--- config.mk ---
export PLATFORM = sky130hd
export DESIGN_NAME = ofd_operand_decoder
export DESIGN_NICKNAME = d
export VERILOG_FILES = /design/src/rtl/ofd_pkg.sv /design/src/rtl/ofd_gpr_map.sv /design/src/rtl/ofd_operand_decoder.sv
export SDC_FILE = /design/constraint.sdc
export NUM_CORES = 1
export LEC_CHECK = 0
export ABC_CLOCK_PERIOD_IN_PS = 1860
export BUFFER_PORTS_ARGS = -buffer_cell sky130_fd_sc_hd__buf_2
export CORE_AREA = 4 4 75 77
export CTS_CLUSTER_DIAMETER = 30
export DETAILED_ROUTE_END_ITERATION = 6
export DIE_AREA = 0 0 79 81
export MAX_ROUTING_LAYER = met4
export PLACE_DENSITY_LB_ADDON = 0.05
export SYNTH_ARGS = -nofsm -noshare
export SYNTH_HDL_FRONTEND = slang
export SYNTH_SLANG_ARGS = --single-unit
--- constraint.sdc ---
create_clock -name clk_sys -period 1.86 [get_ports clk_sys]
set_input_delay 0.093 -clock clk_sys [delete_from_list [all_inputs] [get_ports clk_sys]]
set_output_delay 0.093 -clock clk_sys [all_outputs]
set_load 0.02 [all_outputs]
--- src/rtl/ofd_pkg.sv ---
// Package: encodings for the operand field decoder
package ofd_pkg;
   localparam int FIELD_W = 3;
   localparam int REGID_W = 5;
   // Register identifier codes: bytes 0..7, words 8..15, dwords 16..23
   localparam logic [4:0] REG_BYTE_BASE = 5'h00;
   localparam logic [4:0] REG_WORD_BASE = 5'h08;
   localparam logic [4:0] REG_DWORD_BASE = 5'h10;
   localparam logic [4:0] REG_NONE = 5'h1F;
   // Segment codes
   localparam logic [2:0] SEG_EXTRA = 3'h0;
   localparam logic [2:0] SEG_CODE = 3'h1;
   localparam logic [2:0] SEG_STACK = 3'h2;
   localparam logic [2:0] SEG_DATA = 3'h3;
   localparam logic [2:0] SEG_THIRD = 3'h4;
   localparam logic [2:0] SEG_FOURTH = 3'h5;
   localparam logic [2:0] SEG_NONE = 3'h7;
   // Address class and locator codes, and lowest reserved three-bit segment selector
   localparam logic [1:0] CLASS_NODISP = 2'h0;
   localparam logic [1:0] CLASS_DISP8 = 2'h1;
   localparam logic [1:0] CLASS_DISP16 = 2'h2;
   localparam logic [1:0] CLASS_REG = 2'h3;
   localparam logic [2:0] LOC_ESCAPE = 3'h4;
   localparam logic [2:0] LOC_DIRECT16 = 3'h6;
   localparam logic [2:0] LOC_DIRECT32 = 3'h5;
   localparam logic [2:0] SEG3_RSVD_LO = 3'h6;
   // Word register indices used as address components
   localparam logic [2:0] IDX_BASE = 3'h3;
   localparam logic [2:0] IDX_FRAME = 3'h5;
   localparam logic [2:0] IDX_SRC = 3'h6;
   localparam logic [2:0] IDX_DST = 3'h7;
   // Displacement sizes
   typedef enum logic [1:0] {DISP_NONE, DISP_8, DISP_16, DISP_32} ofd_disp_t;
endpackage : ofd_pkg

--- src/rtl/ofd_gpr_map.sv ---
// General-register selector to register identifier
`timescale 1ns/10ps
module ofd_gpr_map
   import ofd_pkg::*;
(
   input wire logic [2:0] sel,
   input wire logic lenPresent,
   input wire logic lenBit,
   input wire logic op32,
   output logic [4:0] regId
);
   always_comb begin
      if (lenPresent && !lenBit) begin
         regId = REG_BYTE_BASE + {2'h0, sel};
      end else if (op32) begin
         regId = REG_DWORD_BASE + {2'h0, sel};
      end else begin
         regId = REG_WORD_BASE + {2'h0, sel};
      end
   end
endmodule : ofd_gpr_map

--- src/rtl/ofd_operand_decoder.sv ---
// Operand field decoder: register, segment and address-mode byte decode
// Behaviour
// - Without length bit, selector picks word or dword register in standard order.
// - 16-bit, length 0: low bytes for 000-011, high bytes for 100-111.
// - 32-bit: length 0 gives same bytes, length 1 gives dword registers.
// - Two-bit segment selector: extra, code, stack, data.
// - Three-bit selector adds third and fourth extra; 110 and 111 reserved.
// - Scaled-index byte follows only under 32-bit addressing, locator 100, class not 11.
// - With scaled-index byte, mode depends on class, scale, index and base.
// - Middle bits are opcode extension or register selector, per opcode.
// - Address-mode byte read at effective address size.
// - Implied-mode instructions skip address-byte decode.
// - 16-bit class 00 forms base/index pairs; locator 110 is displacement alone.
// - 16-bit class 10 adds 16-bit displacement; 110 means frame base plus displacement.
// - Class 11 makes locator a register selector, byte or full operation size by length bit.
// - Length bit 0 means byte, 1 means full operation size.
// - Default sizes from segment attribute; each prefix inverts its size once.
`timescale 1ns/10ps
module ofd_operand_decoder
   import ofd_pkg::*;
(
   input wire logic clk_sys,
   input wire logic rstn,
   input wire logic insnValid,
   input wire logic [7:0] modeByte,
   input wire logic [7:0] scaledIndexByte,
   input wire logic [2:0] opcodeRegField,
   input wire logic lenPresent,
   input wire logic lenBit,
   input wire logic middleIsReg,
   input wire logic impliedMode,
   input wire logic segmentSizeAttribute,
   input wire logic opSizePrefix,
   input wire logic addrSizePrefix,
   input wire logic [1:0] segSelect2bit,
   input wire logic [2:0] segSelect3bit,
   output logic outValid,
   output logic op32,
   output logic addr32,
   output logic [4:0] opcodeReg,
   output logic [4:0] middleReg,
   output logic [2:0] opcodeExt,
   output logic [4:0] rmReg,
   output logic rmIsReg,
   output logic scaledIndexNeeded,
   output logic [1:0] scaleFactor,
   output logic [4:0] indexReg,
   output logic [4:0] baseReg,
   output logic [4:0] addrBase,
   output logic [4:0] addrIndex,
   output ofd_pkg::ofd_disp_t dispSize,
   output logic [2:0] addrSeg,
   output logic [2:0] segReg2,
   output logic [2:0] segReg3,
   output logic segReserved
);
   import ofd_pkg::*;

   function automatic logic [2:0] seg2_decode(input logic [1:0] s);
      logic [2:0] r;
      r = SEG_EXTRA;
      unique case (s)
         2'h0: r = SEG_EXTRA;
         2'h1: r = SEG_CODE;
         2'h2: r = SEG_STACK;
         2'h3: r = SEG_DATA;
      endcase
      return r;
   endfunction : seg2_decode

   function automatic logic [4:0] word_reg(input logic [2:0] i);
      return REG_WORD_BASE + {2'h0, i};
   endfunction : word_reg

   logic curOp32;
   logic curAddr32;
   logic [1:0] addrClass;
   logic [2:0] locator;
   logic [4:0] opRegId;
   logic [4:0] midRegId;
   logic [4:0] rmRegId;

   // Prefixes toggle the segment's default for this instruction only
   assign curOp32 = segmentSizeAttribute ^ opSizePrefix;
   assign curAddr32 = segmentSizeAttribute ^ addrSizePrefix;
   assign addrClass = modeByte[7:6];
   assign locator = modeByte[2:0];

   ofd_gpr_map uOpReg (
      .sel(opcodeRegField),
      .lenPresent(lenPresent),
      .lenBit(lenBit),
      .op32(curOp32),
      .regId(opRegId)
   );
   ofd_gpr_map uMidReg (
      .sel(modeByte[5:3]),
      .lenPresent(lenPresent),
      .lenBit(lenBit),
      .op32(curOp32),
      .regId(midRegId)
   );
   ofd_gpr_map uRmReg (
      .sel(locator),
      .lenPresent(lenPresent),
      .lenBit(lenBit),
      .op32(curOp32),
      .regId(rmRegId)
   );

   logic nxt_valid;
   logic nxt_op32, nxt_addr32, nxt_rmIsReg, nxt_sibNeeded, nxt_segRsvd;
   logic [4:0] nxt_opcodeReg, nxt_middleReg, nxt_rmReg, nxt_indexReg, nxt_baseReg;
   logic [4:0] nxt_addrBase, nxt_addrIndex;
   logic [2:0] nxt_opcodeExt, nxt_addrSeg, nxt_segReg2, nxt_segReg3;
   logic [1:0] nxt_scale;
   ofd_disp_t nxt_disp;

   always_comb begin
      nxt_valid = insnValid;
      nxt_op32 = curOp32;
      nxt_addr32 = curAddr32;
      nxt_opcodeReg = opRegId;
      // Middle bits either name a register or extend the opcode
      nxt_middleReg = middleIsReg ? midRegId : REG_NONE;
      nxt_opcodeExt = middleIsReg ? 3'h0 : modeByte[5:3];
      nxt_segReg2 = seg2_decode(segSelect2bit);
      nxt_segReg3 = (segSelect3bit[2]) ? ((segSelect3bit[0]) ? SEG_FOURTH : SEG_THIRD)
         : seg2_decode(segSelect3bit[1:0] ^ 2'h0);
      nxt_segRsvd = segSelect3bit >= SEG3_RSVD_LO;
      if (nxt_segRsvd) begin
         nxt_segReg3 = SEG_NONE;
      end
      nxt_rmIsReg = 1'b0;
      nxt_rmReg = REG_NONE;
      nxt_sibNeeded = 1'b0;
      nxt_scale = 2'h0;
      nxt_indexReg = REG_NONE;
      nxt_baseReg = REG_NONE;
      nxt_addrBase = REG_NONE;
      nxt_addrIndex = REG_NONE;
      nxt_disp = DISP_NONE;
      nxt_addrSeg = SEG_NONE;
      if (impliedMode) begin
         // Mode comes from the opcode; addressing bytes are not looked at
         nxt_rmIsReg = 1'b0;
      end else if (addrClass == CLASS_REG) begin
         nxt_rmIsReg = 1'b1;
         nxt_rmReg = rmRegId;
      end else if (curAddr32) begin
         // 32-bit forms beyond the escape are decoded by the address generator
         nxt_sibNeeded = (locator == LOC_ESCAPE);
         if (nxt_sibNeeded) begin
            nxt_scale = scaledIndexByte[7:6];
            nxt_indexReg = REG_DWORD_BASE + {2'h0, scaledIndexByte[5:3]};
            nxt_baseReg = REG_DWORD_BASE + {2'h0, scaledIndexByte[2:0]};
         end
         // Class 00 with locator 101 is a bare 32-bit displacement, so fetch must still pull four bytes
         if (addrClass == CLASS_DISP8) begin
            nxt_disp = DISP_8;
         end else if (addrClass == CLASS_DISP16 || locator == LOC_DIRECT32) begin
            nxt_disp = DISP_32;
         end
      end else begin
         nxt_disp = (addrClass == CLASS_DISP8) ? DISP_8 : (addrClass == CLASS_DISP16) ? DISP_16 : DISP_NONE;
         nxt_addrSeg = SEG_DATA;
         unique case (locator)
            3'h0: begin
               nxt_addrBase = word_reg(IDX_BASE);
               nxt_addrIndex = word_reg(IDX_SRC);
            end
            3'h1: begin
               nxt_addrBase = word_reg(IDX_BASE);
               nxt_addrIndex = word_reg(IDX_DST);
            end
            3'h2: begin
               nxt_addrBase = word_reg(IDX_FRAME);
               nxt_addrIndex = word_reg(IDX_SRC);
               nxt_addrSeg = SEG_STACK;
            end
            3'h3: begin
               nxt_addrBase = word_reg(IDX_FRAME);
               nxt_addrIndex = word_reg(IDX_DST);
               nxt_addrSeg = SEG_STACK;
            end
            3'h4: nxt_addrIndex = word_reg(IDX_SRC);
            3'h5: nxt_addrIndex = word_reg(IDX_DST);
            3'h6: begin
               if (addrClass == CLASS_NODISP) begin
                  nxt_disp = DISP_16;
               end else begin
                  nxt_addrBase = word_reg(IDX_FRAME);
                  nxt_addrSeg = SEG_STACK;
               end
            end
            3'h7: nxt_addrBase = word_reg(IDX_BASE);
         endcase
      end
   end

   always_ff @(posedge clk_sys or negedge rstn) begin
      if (!rstn) begin
         outValid <= 1'b0;
         op32 <= 1'b0;
         addr32 <= 1'b0;
         opcodeReg <= REG_NONE;
         middleReg <= REG_NONE;
         opcodeExt <= 3'h0;
         rmReg <= REG_NONE;
         rmIsReg <= 1'b0;
         scaledIndexNeeded <= 1'b0;
         scaleFactor <= 2'h0;
         indexReg <= REG_NONE;
         baseReg <= REG_NONE;
         addrBase <= REG_NONE;
         addrIndex <= REG_NONE;
         dispSize <= DISP_NONE;
         addrSeg <= SEG_NONE;
         segReg2 <= SEG_NONE;
         segReg3 <= SEG_NONE;
         segReserved <= 1'b0;
      end else begin
         outValid <= nxt_valid;
         op32 <= nxt_op32;
         addr32 <= nxt_addr32;
         opcodeReg <= nxt_opcodeReg;
         middleReg <= nxt_middleReg;
         opcodeExt <= nxt_opcodeExt;
         rmReg <= nxt_rmReg;
         rmIsReg <= nxt_rmIsReg;
         scaledIndexNeeded <= nxt_sibNeeded;
         scaleFactor <= nxt_scale;
         indexReg <= nxt_indexReg;
         baseReg <= nxt_baseReg;
         addrBase <= nxt_addrBase;
         addrIndex <= nxt_addrIndex;
         dispSize <= nxt_disp;
         addrSeg <= nxt_addrSeg;
         segReg2 <= nxt_segReg2;
         segReg3 <= nxt_segReg3;
         segReserved <= nxt_segRsvd;
      end
   end
endmodule : ofd_operand_decoder

**Word-level counts from Yosys, hierarchy flattened**

Index checks and enable logic that the tools add are counted.

- Bits in registers: 57
- Latch bits: 0
- RAM bits: 0
- Memory bits (read-only): 0
- Input bits: 34
- Output and inout bits: 57
- Logic and storage cells: 112
- Memories: 0

- $add $sub $neg: 8
- Multiply operators: 0
- Div/mod/pow operators: 0
- $lt $le $gt $ge: 1
- Equality and inequality tests: 16
- Shift-type cells: 0
- Multiplexer cells: 55
- Bitwise gates (word level): 2
- Reductions and logical operators: 11

Operators by type and width:

| cell | count |
|---|---|
| $mux W5 | 24 |
| $mux W2 | 13 |
| $add A5 B3 Y5 const A | 5 |
| $pmux W3 S4 | 2 |
| $mux W3 | 6 |
| $add A4 B3 Y5 const A | 3 |
| $pmux W5 S3 | 1 |
| $eq A2 B2 Y1 const B | 6 |
| $eq A3 B3 Y1 const B | 4 |
| $pmux W5 S2 | 1 |
| $reduce_or A3 Y1 | 3 |
| $mux W1 | 7 |
| $eq A2 B1 Y1 const B | 3 |
| $eq A3 B2 Y1 const B | 2 |
| $logic_not A2 Y1 | 3 |
| $eq A3 B1 Y1 const B | 1 |
| $ge A3 B3 Y1 const B | 1 |
| $logic_not A3 Y1 | 1 |
| $pmux W1 S2 | 1 |
| $reduce_or A2 Y1 | 1 |
| $xor A1 B1 Y1 | 2 |
| $logic_and A1 B1 Y1 | 1 |
| $logic_not A1 Y1 | 1 |
| $logic_or A1 B1 Y1 | 1 |

**Longest topological paths before layout**

- Depth after elaboration: 8
- Mapped depth: 4
- Depth with buffers taken out: 4

**Hierarchy**

A second synthesis with hierarchy kept.

- Cell total of the unflattened synthesis: 140
- Area total of the unflattened synthesis: 1813.0 um^2

Modules (own cells, without submodules):

| module | times used | cells an instance | area an instance (um^2) |
|---|---|---|---|
| ofd_operand_decoder | 1 | 122 | 1696.6 |
| ofd_gpr_map | 3 | 6 | 38.8 |

**Least setup slack after synthesis**

No wires, ideal clock.

- Path type: input port to flip-flop
- Start point: input port segmentSizeAttribute
- End point: register addrBase[1]
- Setup time: 0.095 ns
- Data arrival time: 0.736 ns
- Slack: 1.030 ns
- Stages on the path: 4
- Cell sequence: xnor2_1 inv_2 nor2_1 nand3_1

- Longest elaborated chain between the ends: 4

RTL lines:

| what | line | source |
|---|---|---|
| start: declaration | ofd_operand_decoder.sv:32 | `input wire logic segmentSizeAttribute,` |
| $xor A1 B1 Y1 | ofd_operand_decoder.sv:85 | `assign curAddr32 = segmentSizeAttribute ^ addrSizePrefix;` |
| net curAddr32 | ofd_operand_decoder.sv:76 | `logic curAddr32;` |
| $mux W5 | ofd_operand_decoder.sv:150 | `end else if (curAddr32) begin` |
| $mux W5 | ofd_operand_decoder.sv:147 | `end else if (addrClass == CLASS_REG) begin` |
| $mux W5 | ofd_operand_decoder.sv:144 | `if (impliedMode) begin` |
| net nxt_addrBase[1] | ofd_operand_decoder.sv:114 | `logic [4:0] nxt_addrBase, nxt_addrIndex;` |
| end signal: assignment | ofd_operand_decoder.sv:235 | `addrBase <= nxt_addrBase;` |
| end: declaration | ofd_operand_decoder.sv:49 | `output logic [4:0] addrBase,` |

The timed path passes the listed nets, and every way through them passes these cells.

**Final worst setup path**

- Start point: register indexReg[3]
- End point: output port indexReg[3]

RTL lines:

| what | line | source |
|---|---|---|
| start: declaration | ofd_operand_decoder.sv:47 | `output logic [4:0] indexReg,` |
| start signal: assignment | ofd_operand_decoder.sv:233 | `indexReg <= nxt_indexReg;` |

No word-level cell between the ends.

==> impl_metrics.yaml <==
yosys:
  synth_area_per_cell_um2: 13.3
  syn_inst: 127
  ys_seq_area_share_pct: 73.5
  ys_ff_latch: 48
  yosys_warnings: 0
  yosysTopAreaCell: "dfstp_2"
  yosysTopAreaCellShare_pct: 54.3
  synthTopCellsByArea: "dfstp_2 (54%), dfrtp_1 (19%), buf_4 (4.0%)"
  synthFlopType: "dfstp_2"
  synth_edf_count: 0
  synth_area_um2: 1690
  synthArstFlopShare_pct: 100
  yosysUniqueCellTypes: 30
worst_hold_path:
  hp-class: "primary input to register"
pwr:
  ir_drop_mv: 0.365
  fin_total_pwr_w: 0.00221
  p_per_area_nw_per_um2: 890
  p_leak_nw: 1.18
sta:
  setup_viol: 0
  tightestPinTransition_ns: 0.559
  post-route-min-period_ns: 1.07
  fmax_ghz: 0.937
  period_share_pct: 57.4
  maxSlewHeadroom_pct: 62.7
  rsz0062_at_grt: "false"
  hold_viol: 0
  slew_viol_final: 0
  tns_ns: 0
die:
  die_x_um: 79
  io_pins: 91
  rows: 26
  dieArea_um2: 6400
  core_um2: 5010
  die_height_um: 81
  initial_core_util_pct: 33.8
clock_network:
  cts_setup_buffers: 0
  cts_root_buf: "clkbuf_8"
  clockBufferDepth: 2
  htree_levels: 2
  clock-sinks: 48
  cts_resized: 0
  clk_pin_slew_ns: 0.08
  cts_tree: "built"
  postCtsHoldBufs: 20
  cts-buffers-inserted: 5
grt:
  grt_pass1_wl_um: 5570
  grt.total_usage_pct: 11.6
  grt_pass1_vias: 1204
  grt_antenna_before_repair: 0
  grt_overflow: 0
  grt_max_degree: 49
critical_path:
  worst_ep_required_time_ns: 1.77
  crit_slowest_cell: "dfstp_2"
  cpLargestDelayFamily: "flip-flops"
  path_cells: "buf_2"
  cp_max_fo: 2
  critPathCaptureType: "primary output"
  crit_arrival_ns: 0.97
  cp-start-kind: "register"
  critPathMaxStageDelay_ns: 0.53
  worst-path-buf-inv: 1
  critical_path_class: "register to primary output"
detailed_routing:
  first_iter_violations: 38
  wl_per_cell_um: 11.6
  drc_errors: 0
  num_vias: 1195
  first_pass_iters: 4
  ant_nets: 0
  vias_per_cell: 3.94
  wl_um: 3510
place:
  port_buffers: 82
  gp_congestion: 0.745
  place_hpwl_um: 2480
  placed_area_um2: 2130
final_layout:
  stdcell_area_um2: 2480
  diodes: 0
  final_layout_size_suffix_gt1_share_pct: 56.7
  fin_nets: 266
  area_delta_synth_final_pct: 46.3
run_status:
  status: "completed"
job:
  maxCapViolCount: 0
## registers in the layout (all words and copies together), names as in the netlist, 2 cells and up
register,count
addrBase,3
addrIndex,2
addrSeg,2
baseReg,3
dispSize,2
indexReg,4
middleReg,5
opcodeExt,3
opcodeReg,5
rmReg,5
scaleFactor,2
segReg2,3
segReg3,3
## Yosys cell counts (2+ instances only)
cell,number
a21oi_1,2
buf_4,9
clkbuf_1,4
conb_1,2
dfrtp_1,13
dfstp_2,35
inv_1,8
nand2_1,12
nand2b_1,5
nand3_1,3
nor2_1,5
nor2b_1,3
o21ai_0,3
or2_1,6
or3_1,2
## kinds of logic after synthesis
kind of cell / after synthesis / synth area share (%)
AOI/OAI and AO/OA: 8 / 2.88
xor gates and xnor gates: 2 / 1.03
buffers and inverters: 23 / 7.53
DFF: 48 / 73.5
other: 2 / 0.443
and+or+nand+nor: 44 / 14.6
## routing by layer
metal | part of all wire (%) | vias up | GRT usage, % | wire (um)
li1 | - | 580 | - | -
met1 | 41 | 553 | 13.8 | 1450
met2 | 49 | 58 | 18.7 | 1710
met3 | 9.2 | 4 | 3.77 | 323
met4 | 0.46 | 0 | 3.61 | 16
met5 | 0 | - | - | 0
## stage by stage
step	util, %	worst slack [ns]	cells	hold WS (ns)
2_1_floorplan	-	1.03	134	-0.203
3_3_place_gp	42.6	0.782	273	0.198
3_5_place_dp	42.6	0.738	273	0.200
4_1_cts	49.1	0.775	301	0.00243
5_1_grt	49.5	0.743	303	0.0312
6_report	49.5	0.792	303	0.0266
## layout make-up
cell class	count	area, um2
Fill cell	489	2530
Multi-Input combinational cell	63	348
Tap cell	70	87.6
Clock inverter	1	30.0
Inverter	9	33.8
Timing Repair Buffer	105	638
Clock buffer	7	96.3
Sequential cell	48	1240
## where the power goes
part           total [W]  internal (W)  switching, W  leakage, nW
Clock           0.000791      0.000474      0.000317       0.0645
Combinational   0.000288      0.000112      0.000176        0.578
Sequential       0.00113       0.00112     0.0000107        0.536
Total            0.00221       0.00170      0.000504         1.18
## cell usage in the layout, fill, tap and decap left out, types with 2 or more instances in the layout
cell | Yosys | layout
a21oi_1 | 2 | 2
dfstp_2 | 35 | 35
nand3_1 | 3 | 3
nand2_1 | 12 | 12
or2_1 | 6 | 6
buf_2 | 0 | 82
conb_1 | 2 | 9
dlygate4sd3_1 | 0 | 22
dfrtp_1 | 13 | 13
nor2b_1 | 3 | 3
or3_1 | 2 | 2
inv_1 | 8 | 8
o21ai_0 | 3 | 3
clkbuf_8 | 0 | 7
nor2_1 | 5 | 5
nand2b_1 | 5 | 5
## final timing paths
kind | slack, ns | cells after the start | end | startpoint
setup / recovery | 0.79 | 1 | indexReg[3] | indexReg[3]$_DFF_PN1_
hold / removal | 0.03 | 2 | middleReg[3]$_DFF_PN1_ | middleIsReg
max in group asynchronous | 1.07 | 3 | addrBase[4]$_DFF_PN1_ | rstn
min in group asynchronous | 0.42 | 3 | outValid$_DFF_PN0_ | rstn
(Power assumes the default switching activity.)
